### config.mk
export PLATFORM = sky130hd
export DESIGN_NAME = scd_clock_front
export DESIGN_NICKNAME = d
export VERILOG_FILES = /design/src/rtl/scd_pkg.sv /design/src/rtl/scd_prescaler.sv /design/src/rtl/scd_clock_front.sv
export SDC_FILE = /design/constraint.sdc
export NUM_CORES = 1
export LEC_CHECK = 0
export BUFFER_PORTS_ARGS = -buffer_cell sky130_fd_sc_hd__buf_2
export CORE_MARGIN = 10
export CORE_UTILIZATION = 30
export DETAILED_ROUTE_END_ITERATION = 10
export PLACE_DENSITY_LB_ADDON = 0.08
export SLEW_MARGIN = 40
export SYNTH_ARGS = -nofsm -noshare
export SYNTH_HDL_FRONTEND = slang
export SYNTH_HIERARCHICAL = 1
export SYNTH_SLANG_ARGS = --single-unit
export TNS_END_PERCENT = 5
### constraint.sdc
create_clock -name clk -period 9.2 [get_ports clk]
set_input_delay 1.38 -clock clk [delete_from_list [all_inputs] [get_ports clk]]
set_output_delay 1.38 -clock clk [all_outputs]
set_load 0.01 [all_outputs]
### src/rtl/scd_pkg.sv
package scd_pkg;

   // -----------------------------------------------------------------
   // Register offsets
   // -----------------------------------------------------------------
   localparam logic [7:0] SCD_ADDR_RATIO  = 8'h08;
   localparam logic [7:0] SCD_ADDR_SOURCE = 8'h09;
   localparam logic [7:0] SCD_ADDR_SYNC   = 8'h3A;

   // -----------------------------------------------------------------
   // Field positions and reset values
   // -----------------------------------------------------------------
   localparam int         SCD_RATIO_LSB   = 0;
   localparam int         SCD_SRC_RF_BIT  = 0;
   localparam int         SCD_SRC_DCS_BIT = 1;
   localparam int         SCD_SYNC_EN_BIT = 1;
   localparam int         SCD_SYNC_ONE_BIT = 2;
   localparam int         SCD_SYNC_ARM_BIT = 3;
   localparam int         SCD_SYNC_LCK_BIT = 4;
   localparam logic [2:0] SCD_RATIO_RESET = 3'h0;
   localparam logic       SCD_RF_RESET    = 1'b0;
   localparam logic       SCD_DCS_RESET   = 1'b1;
   localparam logic [7:0] SCD_BYTE_ZERO   = 8'h00;

   // -----------------------------------------------------------------
   // Divider and stabilizer constants
   // -----------------------------------------------------------------
   localparam logic [1:0] SCD_PRESCALE_HALF = 2'h1;
   localparam int         SCD_PRESCALE_DIV  = 4;
   localparam int         SCD_CLK_MHZ       = 100;
   localparam int         SCD_DCS_MIN_MHZ   = 40;
   localparam int         SCD_DCS_MAX_PERIOD = SCD_CLK_MHZ / SCD_DCS_MIN_MHZ;
   localparam logic [7:0] SCD_PERIOD_MAX    = 8'hFF;
   localparam logic [7:0] SCD_PERIOD_ONE    = 8'h01;

   typedef enum logic [2:0] {
      SCD_SYNC_OFF   = 3'b001,
      SCD_SYNC_EVERY = 3'b010,
      SCD_SYNC_ONCE  = 3'b100
   } scd_sync_mode_t;

endpackage

### src/rtl/scd_prescaler.sv
`timescale 1ns/10ps
`default_nettype none

module scd_prescaler
   import scd_pkg::*;
(
   input  wire logic clk,
   input  wire logic rst_n,
   input  wire logic rfClkIn,
   output logic      preClk
);

   // ---------------------------------------------------------------
   // State
   // ---------------------------------------------------------------
   typedef struct packed {
      logic       prevIn;
      logic [1:0] edgeCnt;
      logic       level;
   } scd_pre_state_t;

   scd_pre_state_t st;
   scd_pre_state_t next_st;

   // Toggling every second rising edge gives a divide by four.
   always_comb begin
      next_st = st;
      next_st.prevIn = rfClkIn;
      if (rfClkIn && !st.prevIn) begin
         if (st.edgeCnt == SCD_PRESCALE_HALF) begin
            next_st.edgeCnt = '0;
            next_st.level   = ~st.level;
         end else begin
            next_st.edgeCnt = st.edgeCnt + 2'h1;
         end
      end
   end

   always_ff @(posedge clk) begin
      if (!rst_n) begin
         st <= '0;
      end else begin
         st <= next_st;
      end
   end

   assign preClk = st.level;

   // ---------------------------------------------------------------
   // Checks
   // ---------------------------------------------------------------
   chk_prescale_toggle: assert property (@(posedge clk) disable iff (!rst_n)
      (rfClkIn && !st.prevIn && st.edgeCnt == SCD_PRESCALE_HALF) |=> (preClk != $past(preClk)))
      else $error("Prescaler did not toggle on every second input edge.");

   chk_prescale_hold: assert property (@(posedge clk) disable iff (!rst_n)
      !(rfClkIn && !st.prevIn && st.edgeCnt == SCD_PRESCALE_HALF) |=> $stable(preClk))
      else $error("Prescaler output changed without a counted edge.");

endmodule

`default_nettype wire

### src/rtl/scd_clock_front.sv
`timescale 1ns/10ps
`default_nettype none

module scd_clock_front
   import scd_pkg::*;
#(
   parameter int DCS_MAX_PERIOD = SCD_DCS_MAX_PERIOD
)
(
   input  wire logic       clk,
   input  wire logic       rst_n,
   input  wire logic       nyqClkIn,
   input  wire logic       rfClkIn,
   input  wire logic       sysrefIn,
   input  wire logic       regWrEn,
   input  wire logic [7:0] regAddr,
   input  wire logic [7:0] regWrData,
   output logic [7:0]      regRdData,
   output logic            sampleClk,
   output logic            sampleStrobe,
   output logic            dcsLocked
);

   // ---------------------------------------------------------------
   // State
   // ---------------------------------------------------------------
   typedef struct packed {
      logic [2:0]     regRatio;
      logic           rfSelect;
      logic           dcsEnable;
      scd_sync_mode_t syncMode;
      logic           syncArmed;
      logic [2:0]     activeRatio;
      logic [2:0]     divCnt;
      logic           prevSrc;
      logic           prevSysref;
      logic [7:0]     periodCnt;
      logic [7:0]     lastPeriod;
      logic           locked;
      logic           dcsHigh;
      logic           clkOut;
      logic           strobe;
      logic [7:0]     rdData;
   } scd_front_state_t;

   scd_front_state_t st;
   scd_front_state_t next_st;

   logic preClk;
   logic srcLevel;
   logic srcRise;
   logic sysRise;
   logic syncAccept;
   logic divRise;
   logic dcsActive;
   logic rawLevel;
   logic [7:0] periodNow;

   scd_prescaler u_prescaler (
      .clk     (clk),
      .rst_n   (rst_n),
      .rfClkIn (rfClkIn),
      .preClk  (preClk)
   );

   // ---------------------------------------------------------------
   // Helpers
   // ---------------------------------------------------------------
   function automatic scd_sync_mode_t decode_sync(input logic [7:0] val);
      if (!val[SCD_SYNC_EN_BIT]) begin
         return SCD_SYNC_OFF;
      end else if (val[SCD_SYNC_ONE_BIT]) begin
         return SCD_SYNC_ONCE;
      end else begin
         return SCD_SYNC_EVERY;
      end
   endfunction

   function automatic logic [7:0] read_reg(input logic [7:0] addr, input scd_front_state_t s);
      logic [7:0] val;
      val = SCD_BYTE_ZERO;
      case (addr)
         SCD_ADDR_RATIO: begin
            val[SCD_RATIO_LSB +: 3] = s.regRatio;
         end
         SCD_ADDR_SOURCE: begin
            val[SCD_SRC_RF_BIT]  = s.rfSelect;
            val[SCD_SRC_DCS_BIT] = s.dcsEnable;
         end
         SCD_ADDR_SYNC: begin
            val[SCD_SYNC_EN_BIT]  = (s.syncMode != SCD_SYNC_OFF);
            val[SCD_SYNC_ONE_BIT] = (s.syncMode == SCD_SYNC_ONCE);
            val[SCD_SYNC_ARM_BIT] = s.syncArmed;
            val[SCD_SYNC_LCK_BIT] = s.locked;
         end
         default: begin
            val = SCD_BYTE_ZERO;
         end
      endcase
      return val;
   endfunction

   // ---------------------------------------------------------------
   // Next state
   // ---------------------------------------------------------------
   always_comb begin
      next_st    = st;
      srcLevel   = st.rfSelect ? preClk : nyqClkIn;
      srcRise    = srcLevel && !st.prevSrc;
      sysRise    = sysrefIn && !st.prevSysref;
      syncAccept = 1'b0;
      divRise    = 1'b0;
      periodNow  = (st.periodCnt == SCD_PERIOD_MAX) ? SCD_PERIOD_MAX : st.periodCnt + SCD_PERIOD_ONE;
      next_st.prevSrc    = srcLevel;
      next_st.prevSysref = sysrefIn;

      case (st.syncMode)
         SCD_SYNC_EVERY: syncAccept = sysRise;
         SCD_SYNC_ONCE:  syncAccept = sysRise && st.syncArmed;
         SCD_SYNC_OFF:   syncAccept = 1'b0;
         default:        syncAccept = 1'b0;
      endcase

      if (syncAccept) begin
         // The divider starts over so that every part sharing SYSREF aligns phase.
         next_st.divCnt      = '0;
         next_st.activeRatio = st.regRatio;
         next_st.syncArmed   = 1'b0;
         divRise             = srcRise;
      end else if (srcRise) begin
         if (st.divCnt == st.activeRatio) begin
            next_st.divCnt      = '0;
            next_st.activeRatio = st.regRatio;
            divRise             = 1'b1;
         end else begin
            next_st.divCnt = st.divCnt + 3'h1;
         end
      end

      // Period measurement feeds the lock detector.
      next_st.periodCnt = periodNow;
      if (divRise) begin
         next_st.periodCnt  = '0;
         next_st.lastPeriod = periodNow;
         next_st.locked     = (periodNow == st.lastPeriod) && (int'(periodNow) <= DCS_MAX_PERIOD);
      end else if (int'(periodNow) > DCS_MAX_PERIOD) begin
         next_st.locked = 1'b0;
      end

      dcsActive = st.dcsEnable || (next_st.activeRatio != SCD_RATIO_RESET);
      // Widened by one bit so that the half-period bound does not wrap for the two largest ratios.
      rawLevel  = (next_st.activeRatio == SCD_RATIO_RESET) ? srcLevel
                : ({1'b0, next_st.divCnt} < (({1'b0, next_st.activeRatio} + 4'h2) >> 1));

      // The falling edge is regenerated at half the measured period.
      if (divRise) begin
         next_st.dcsHigh = 1'b1;
      end else if (next_st.periodCnt >= (st.lastPeriod >> 1)) begin
         next_st.dcsHigh = 1'b0;
      end

      // Only the falling edge comes from the loop, so an unlocked loop is simply skipped.
      next_st.clkOut = (dcsActive && next_st.locked) ? (next_st.dcsHigh || divRise) : rawLevel;
      next_st.strobe = divRise;

      if (regWrEn) begin
         case (regAddr)
            SCD_ADDR_RATIO: begin
               next_st.regRatio = regWrData[SCD_RATIO_LSB +: 3];
            end
            SCD_ADDR_SOURCE: begin
               next_st.rfSelect  = regWrData[SCD_SRC_RF_BIT];
               next_st.dcsEnable = regWrData[SCD_SRC_DCS_BIT];
            end
            SCD_ADDR_SYNC: begin
               next_st.syncMode  = decode_sync(regWrData);
               next_st.syncArmed = 1'b1;
            end
            default: begin
               next_st.regRatio = st.regRatio;
            end
         endcase
      end
      next_st.rdData = read_reg(regAddr, st);
   end

   always_ff @(posedge clk) begin
      if (!rst_n) begin
         st             <= '0;
         st.regRatio    <= SCD_RATIO_RESET;
         st.activeRatio <= SCD_RATIO_RESET;
         st.rfSelect    <= SCD_RF_RESET;
         st.dcsEnable   <= SCD_DCS_RESET;
         st.syncMode    <= SCD_SYNC_OFF;
      end else begin
         st <= next_st;
      end
   end

   assign regRdData    = st.rdData;
   assign sampleClk    = st.clkOut;
   assign sampleStrobe = st.strobe;
   assign dcsLocked    = st.locked;

   // ---------------------------------------------------------------
   // Checks
   // ---------------------------------------------------------------
   chk_reset_nyquist: assert property (@(posedge clk)
      !rst_n |=> (!st.rfSelect && st.activeRatio == SCD_RATIO_RESET))
      else $error("Source or ratio not at default after reset.");

   chk_divide_count: assert property (@(posedge clk) disable iff (!rst_n)
      (srcRise && !syncAccept && st.divCnt == st.activeRatio) |=> (st.strobe && st.divCnt == '0))
      else $error("Divider did not wrap at the programmed ratio.");

   chk_ratio_boundary: assert property (@(posedge clk) disable iff (!rst_n)
      (!divRise && !syncAccept) |=> $stable(st.activeRatio))
      else $error("Divide ratio changed away from a divider boundary.");

   chk_sync_restart: assert property (@(posedge clk) disable iff (!rst_n)
      syncAccept |=> (st.divCnt == '0))
      else $error("Accepted SYSREF did not restart the divider.");

   chk_sync_once: assert property (@(posedge clk) disable iff (!rst_n)
      (syncAccept && !regWrEn) |=> !st.syncArmed)
      else $error("Single-shot resync stayed armed after a SYSREF.");

   chk_sync_off: assert property (@(posedge clk) disable iff (!rst_n)
      (st.syncMode == SCD_SYNC_OFF) |-> !syncAccept)
      else $error("SYSREF accepted while resync is off.");

   chk_dcs_forced: assert property (@(posedge clk) disable iff (!rst_n)
      (next_st.activeRatio != SCD_RATIO_RESET && next_st.locked) |=> (st.clkOut == $past(next_st.dcsHigh || divRise)))
      else $error("Stabilizer not forced on for a ratio above one.");

   chk_bypass_raw: assert property (@(posedge clk) disable iff (!rst_n)
      (!next_st.locked) |=> (st.clkOut == $past(rawLevel)))
      else $error("Output did not follow the raw clock while unlocked.");

   chk_slow_unlock: assert property (@(posedge clk) disable iff (!rst_n)
      (int'(periodNow) > DCS_MAX_PERIOD) |=> !st.locked)
      else $error("Stabilizer reported lock at a slow clock rate.");

   chk_strobe_rise: assert property (@(posedge clk) disable iff (!rst_n)
      sampleStrobe && dcsActive && dcsLocked |-> sampleClk)
      else $error("Sample strobe without a rising sample clock.");

endmodule

`default_nettype wire

Word-level counts from Yosys, hierarchy flattened
Index checks and enable logic that the tools add are counted.

Bits in registers: 49. Bits of input ports: 22. Output and inout bits: 11. Word-level logic and storage cells: 84.

$add $sub $neg: 4. $lt $le $gt $ge: 4. Eq/ne operators: 10. Multiplexer cells: 26. Bitwise gates (word level): 1. Reduce and logical (&&, ||, !) cells: 18.

Operators by type and width (number): == test 8 x 4 -> 1 bit, second input constant (2); two-way mux 16 bit (1); two-way mux 1 bit (13); two-way mux 3 bit (4); two-way mux 6 bit (2); AND reduction 2 bit (5); adder 8 x 1 -> 8 bit, second input constant (1); == test 8 x 6 -> 1 bit, second input constant (1); == test 8 bit (1); == test 8 bit, second input constant (1); >= comparator 8 x 7 -> 1 bit (1); greater-than comparator 8 x 2 -> 1 bit, second input constant (1); less-or-equal comparator 8 x 2 -> 1 bit, second input constant (1); two-way mux 8 bit (1); logical AND 1 bit (6); one-hot mux 1 bit (2 select lines) (3); adder 3 x 2 -> 4 bit, second input constant (1); adder 3 x 1 -> 3 bit, second input constant (1); == test 3 x 2 -> 1 bit, second input constant (1); == test 3 bit (1); == test 3 bit, second input constant (1); zero test 1 bit (3); zero test 3 bit (1); less-than comparator 3 bit (1); 8 further kinds (9).

Longest topological paths before layout
Gate-level depths: netlist of the first run.

Word-level depth: 11. Depth in mapped cells: 13. Gate-level depth less buffers: 12.

Cells and area by module
The synthesis of the first run kept the hierarchy.

By module, submodules not included: scd_clock_front (instances 1, cells an instance 279, area each 2336.0 sq um, sequential area each 840.8 sq um); scd_prescaler (instances 1, cells an instance 13, area each 143.9 sq um, sequential area each 80.1 sq um).

Worst setup path before layout of the first run
OpenSTA, ideal clock, no wires.

Path kind: input -> register. From: input port nyqClkIn. To: register st, in the netlist sampleClk. Setup time: 59 ps. Data arrival time: 3805 ps. Required time: 9141 ps. Setup slack: 5336 ps. Cell stages on the path: 13. Path buffers: 1. Path through: mux2i_1 -> or2_1 -> a21oi_2 -> clkbuf_1 -> or2_2 -> ha_1 -> nand2b_1 -> a21o_1 -> a21o_1 -> a21oi_1 -> nor2_1 -> o31ai_1 -> o32a_1.

Word-level cells in the longest chain between the ends: 10. Elaborated cells on any way between the ends: 20. Those cells by class: 1 x add/sub; 2 x order compare; 11 x mux; 6 x reduce/logical.

Ends and longest elaborated chain: start: declaration (RTL line scd_clock_front.sv:12) `input wire logic nyqClkIn,`; two-way mux 1 bit (*) (RTL line scd_clock_front.sv:108) `srcLevel = st.rfSelect ? preClk : nyqClkIn;`; logical AND 1 bit (RTL line scd_clock_front.sv:109) `srcRise = srcLevel && !st.prevSrc;`; two-way mux 1 bit (RTL line scd_clock_front.sv:130) `end else if (srcRise) begin`; two-way mux 1 bit (RTL line scd_clock_front.sv:124) `if (syncAccept) begin`; two-way mux 16 bit (RTL line scd_clock_front.sv:142) `if (divRise) begin`; >= comparator 8 x 7 -> 1 bit (RTL line scd_clock_front.sv:158) `end else if (next_st.periodCnt >= (st.lastPeriod >> 1)) begin`; two-way mux 1 bit (RTL line scd_clock_front.sv:158); two-way mux 1 bit (RTL line scd_clock_front.sv:156) `if (divRise) begin`; logical OR 1 bit (RTL line scd_clock_front.sv:163) `next_st.clkOut = (dcsActive && next_st.locked) ? (next_st.dcsHigh || divRise) : rawLevel;`; two-way mux 1 bit (*) (RTL line scd_clock_front.sv:163); end signal: assignment (RTL line scd_clock_front.sv:196) `st <= next_st;`; end: declaration (RTL line scd_clock_front.sv:46) `scd_front_state_t st;`.

Mark *: on every way between the ends. The rest lies on a longest branch, timed or not. A chain may end at the register's enable or synchronous reset.

Worst setup path after layout of the first run
Ends and elaborated chain as after synthesis.

==> flow_summary.json, run 1 <==
{
  "status": "completed",
  "hp-start": "u_prescaler/st[2]",
  "track_usage": 0.09152,
  "synth-edff-count": 0,
  "required_ns": 9.44,
  "nFillCells": 880,
  "cts_buffer_depth": 2,
  "netlist_top_cells_count": "nor2_1, dfxtp_1, inv_1, nand2_1, ha_1",
  "cts-root-buf": "clkbuf_8",
  "drv_cap": 0,
  "ys_ff_latch": 46,
  "gp_congestion": 0.7465,
  "syn2layout_area_growth_pct": 12.41,
  "critical_path.startpoint": "nyqClkIn",
  "post-synth-top-count-cell": "nor2_1",
  "slew_headroom": 0.5227,
  "die_h_um": 110.9,
  "hp-class": "register to register",
  "cp_data_arrival_time_ns": 4.27,
  "ys_types": 55,
  "drv_slew": 0,
  "p_leak_nw": 1.142,
  "p_total_mw": 0.4436,
  "yosys_warnings": 6,
  "num_vias": 1945,
  "routed_wl_um": 5567,
  "critPathMaxFanout": 25,
  "cts_resized": 0,
  "port_buffers": 24,
  "finalSetupViolations": 0,
  "end_kind": "register",
  "grt_max_degree": 26,
  "path_clk_slew_ns": 0.09,
  "period_needed_ns": 4.026,
  "drt.antenna.violating_nets": 0,
  "ys.flop_type": "dfxtp_1",
  "grt_setup_unrepaired": "false",
  "yosys-top-cells-area": "dfxtp_1, nor2_1, ha_1, mux2i_1, xnor2_1",
  "drc": 0,
  "cts_setup_buffers": 0,
  "tightest_slew_ns": 0.7152,
  "clock_latency_ns": 0.30,
  "antennaDiodeCount": 0,
  "hpwl_um": 4264,
  "rows": 33,
  "yosysTopAreaCell": "dfxtp_1",
  "nNetsFinal": 343,
  "peakVddDrop_mv": 0.06353,
  "drt_iter0_markers": 62,
  "cts_tree": "built",
  "synthArstFlopShare": 0,
  "r2r-start": "st[38]",
  "first_global_vias": 1919,
  "criticalPathCategory": "input port to register",
  "avgViaCountPerCell": 4.687,
  "design.portCount": 33,
  "hold_violations": 0,
  "timing.final.crit_share": 0.4376,
  "coreArea_mm2": 0.008134,
  "grt_pass1_wl_um": 9418,
  "cts_htree_levels": 2,
  "fin_setup_tns_ns": 0,
  "overflow": 0,
  "fin_skew_ns": 0.01353,
  "netlist_area_mm2": 0.002480,
  "wl_per_cell_um": 13.41,
  "antenna_found_initial": 0,
  "initial_utilization": 0.3049,
  "yosysTopAreaCellShare": 0.3713,
  "postCtsHoldBufs": 0,
  "p_per_area_mw_per_mm2": 159.1,
  "firstDrtPassIters": 4,
  "max_freq_mhz": 248.4,
  "cts_sinks": 46,
  "syn_area_per_cell_um2": 8.493,
  "ys_seq_area_frac": 0.3713,
  "die_width_um": 110.9,
  "layout-drive-gt1-share": 0.1484,
  "netlist_instances": 292,
  "startpoint_type": "input port",
  "dieArea_mm2": 0.01230,
  "cts_made_buffers": 5
}
==> sequential cells by signal, indices dropped and copies added, names as in the netlist <==
name and count:
regRdData 5, dcsLocked 1, u_prescaler/st 3, st 34, sampleStrobe 1, sampleClk 1, u_prescaler/preClk 1
==> power by group <==
| group | switching, mW | internal, mW | total (mW) |
|---|---|---|---|
| logic | 0.0293 | 0.0233 | 0.0527 |
| registers | 0.00531 | 0.205 | 0.211 |
| clock network | 0.0715 | 0.109 | 0.180 |
| total | 0.106 | 0.337 | 0.444 |
==> through the flow <==
stage / cells / utilization / hold WS [ns] / area [um^2] / setup slack [ns]
after CTS: 415 / 0.3427 / 0.4364 / 2788 / 5.099
after global routing: 415 / 0.3427 / 0.4524 / 2788 / 4.904
after detailed placement: 407 / 0.3258 / 0.4232 / 2650 / 4.801
after floorplan: 294 / - / 0.4075 / 2487 / 5.336
final: 415 / 0.3427 / 0.4354 / 2788 / 5.174
after global placement: 407 / 0.3258 / 0.4190 / 2650 / 4.828
==> final cells by class <==
class	instances	area, um^2	share of cell area
Multi-Input combinational cell	215	1410	0.5058
Clock buffer	5	68.82	0.02469
Sequential cell	46	920.9	0.3303
Clock inverter	3	68.82	0.02469
Timing Repair Buffer	25	127.6	0.04578
Tap cell	105	131.4	0.04713
Inverter	16	60.06	0.02154
==> cells in the final DEF (no fill, tap or decap), drive strengths merged, types with 4 or more instances in the layout <==
master  Yosys  routed
nor2       51      51
dfxtp      46      46
buf         9      25
nand2      16      16
inv        16      16
ha         12      12
mux2i      11      11
a21oi      11      11
nor3        9       9
xnor2       8       8
nand3       8       8
and2        8       8
o21a        5       5
a211oi      5       5
clkbuf      8       5
o21ai       5       5
o211ai      4       4
nand4       4       4
xor2        4       4
or2         4       4
==> cell families (layout without fill, tap and decap cells) <==
group / count (synthesis) / after routing / share of synthesized area
simple gates: 123 / 123 / 0.2498
compound gates: 51 / 51 / 0.1534
flops: 46 / 46 / 0.3713
buf+inv: 33 / 49 / 0.06307
mux: 14 / 14 / 0.05802
fa+ha+maj: 12 / 12 / 0.06054
xor+xnor: 12 / 12 / 0.04238
other cells: 1 / 3 / 0.001512
==> worst paths after layout <==
path / endpoint / slack [ns] / cells after the start
max: sampleClk / 5.17 / 14
min: u_prescaler/st[2] / 0.44 / 2
max reg2reg: sampleClk / 5.74 / 13
min reg2reg: u_prescaler/st[2] / 0.44 / 2
==> worst max-delay path, stage by stage <==
cell      delay, ns
buf_2          0.10
mux2i_1        0.35
or2_1          0.27
a21oi_2        0.05
buf_4          0.25
or2_2          0.31
ha_1           0.26
nand2b_1       0.14
a21o_1         0.17
a21o_1         0.16
a21oi_1        0.20
nor2_1         0.08
o31ai_1        0.34
o32a_1         0.19
==> routing by layer <==
metal / global-route usage / vias to the layer above / wire, um
met2: 0.1356 / 34 / 2268
li1: - / 1048 / -
met1: 0.1234 / 857 / 3014
met5: 0 / - / 0
met4: 0.02604 / 0 / 62
met3: 0.02868 / 6 / 222
Note: power is estimated with default switching activity, not from simulation.
==> run 2, diff against run 1 <==
Clock period 9.2 ns to 3.6 ns, I/O delays scaled along.
==> flow_summary.json, run 2 (same netlist as run 1, synthesis figures left out) <==
{
  "p_total_mw": 1.057,
  "routed_wl_um": 5687,
  "drc": 0,
  "routed.top_layer": "met4",
  "die_h_um": 110.9,
  "wl_per_cell_um": 13.61,
  "final_cells": 418,
  "gp_congestion": 0.7757,
  "fin_skew_ns": 0.01009,
  "slew_headroom": 0.5294,
  "cts_htree_levels": 2,
  "initial_utilization": 0.3049,
  "hold_violations": 0,
  "antennaDiodeCount": 0,
  "cp_slowest_cell": "dfxtp_1",
  "dieArea_mm2": 0.01230,
  "nNetsFinal": 346,
  "status": "completed",
  "first_global_vias": 1914,
  "drt_iter0_markers": 94,
  "grt_pass1_wl_um": 9563,
  "design.portCount": 33,
  "cts_sinks": 46,
  "clock_latency_ns": 0.30,
  "coreArea_mm2": 0.008134,
  "peakVddDrop_mv": 0.2050,
  "wl_met3_um": 278,
  "tightest_slew_ns": 0.7052,
  "path_cells": "ha_1, nand3_1, o21a_1, or2_2, ha_1, nand2b_1, a21o_1, a21o_1, a21oi_1, nor2_1, o31ai_1, o32a_1",
  "dp_cells": 410,
  "die_width_um": 110.9,
  "startpoint_type": "register",
  "layout-drive-gt1-share": 0.1534,
  "path_clk_slew_ns": 0.09,
  "grt_setup_unrepaired": "false",
  "p_per_area_mw_per_mm2": 379.9,
  "port_buffers": 24,
  "firstDrtPassIters": 4,
  "cts_tree": "built",
  "fin_setup_tns_ns": 0,
  "syn2layout_area_growth_pct": 12.21,
  "met1Wirelength_um": 2940,
  "largest_reg_flops": 34,
  "avgViaCountPerCell": 4.828,
  "end_kind": "register",
  "largest_register": "st",
  "drv_cap": 0,
  "track_usage": 0.09283,
  "p_leak_nw": 1.138,
  "overflow": 0,
  "hp-class": "register to register",
  "rows": 33,
  "cts_made_buffers": 5,
  "drv_slew": 0,
  "num_vias": 2018,
  "finalSetupViolations": 0,
  "dr_wl_met2_um": 2409,
  "period_needed_ns": 3.047,
  "layout_commonest_cell": "nor2_1",
  "drt.antenna.violating_nets": 0,
  "grt_max_degree": 25,
  "cp_data_arrival_time_ns": 3.29,
  "hpwl_um": 4372,
  "timing.final.crit_share": 0.8463,
  "final_cell_mix": "nor2_1, dfxtp_1, buf_2",
  "cts_resized": 0,
  "critPathMaxFanout": 6,
  "postCtsHoldBufs": 0,
  "cts_buffer_depth": 2,
  "cts-root-buf": "clkbuf_8",
  "max_freq_mhz": 328.2,
  "required_ns": 3.84,
  "criticalPathCategory": "register to register",
  "antenna_found_initial": 0,
  "critPathMaxStageDelay_ns": 0.42,
  "cts_setup_buffers": 0,
  "nFillCells": 876
}
## run 2: cell count changes in the layout (fill, tap and decap cells not counted), sizes merged
cell	before	now
buf	25	28
clkinv	1	0
bufinv	2	1
clkbuf	5	6
clkinvlp	0	1
## run 2: layout make-up
type	count	area, um^2	area share
clock buffers	6	72.57	0.02608
clock inverters	2	37.54	0.01349
repair buffers	28	150.1	0.05396
multi-input cells	215	1410	0.5067
well taps	105	131.4	0.04721
inverters	16	60.06	0.02158
flip-flops and latches	46	920.9	0.3309
## run 2: path summary, 6_finish.rpt
| kind | slack (ns) | end | cells past startpoint | startpoint |
|---|---|---|---|---|
| max reg2reg | 0.55 | sampleClk | 12 | st[20] |
| max | 0.55 | sampleClk | 12 | st[20] |
| min reg2reg | 0.43 | u_prescaler/st[2] | 2 | u_prescaler/st[2] |
| min | 0.43 | u_prescaler/st[2] | 2 | u_prescaler/st[2] |
## run 2: routing by layer
layer,vias to the layer above,track usage
met3,4,0.02922
met4,0,0.02604
met2,36,0.1340
li1,1053,-
met5,-,0
met1,925,0.1282
## run 2: through the flow
| stage | setup slack (ns) | util | hold WS, ns | area [um^2] |
|---|---|---|---|---|
| floorplan | 0.5760 | - | 0.4075 | 2487 |
| global placement | 0.5614 | 0.3286 | 0.4199 | 2673 |
| detailed placement | 0.5305 | 0.3286 | 0.4215 | 2673 |
| CTS | 0.5220 | 0.3421 | 0.4354 | 2783 |
| global route | 0.2977 | 0.3421 | 0.4598 | 2783 |
| finish | 0.5532 | 0.3421 | 0.4333 | 2783 |
## run 2: power breakdown
part / switching [mW] / leakage, nW / internal [mW]
registers: 0.0133 / 0.374 / 0.525
clock network: 0.176 / 0.0514 / 0.207
logic: 0.0759 / 0.712 / 0.0604
## run 2: critical path: cells and delay by family (launching register included)
kind | cells | cell delay (ns)
AO/OA/AOI/OAI | 6 | 1.38
adder cells (fa/ha/maj) | 2 | 0.49
flip-flops | 1 | 0.42
AND/OR/NAND/NOR | 4 | 0.71
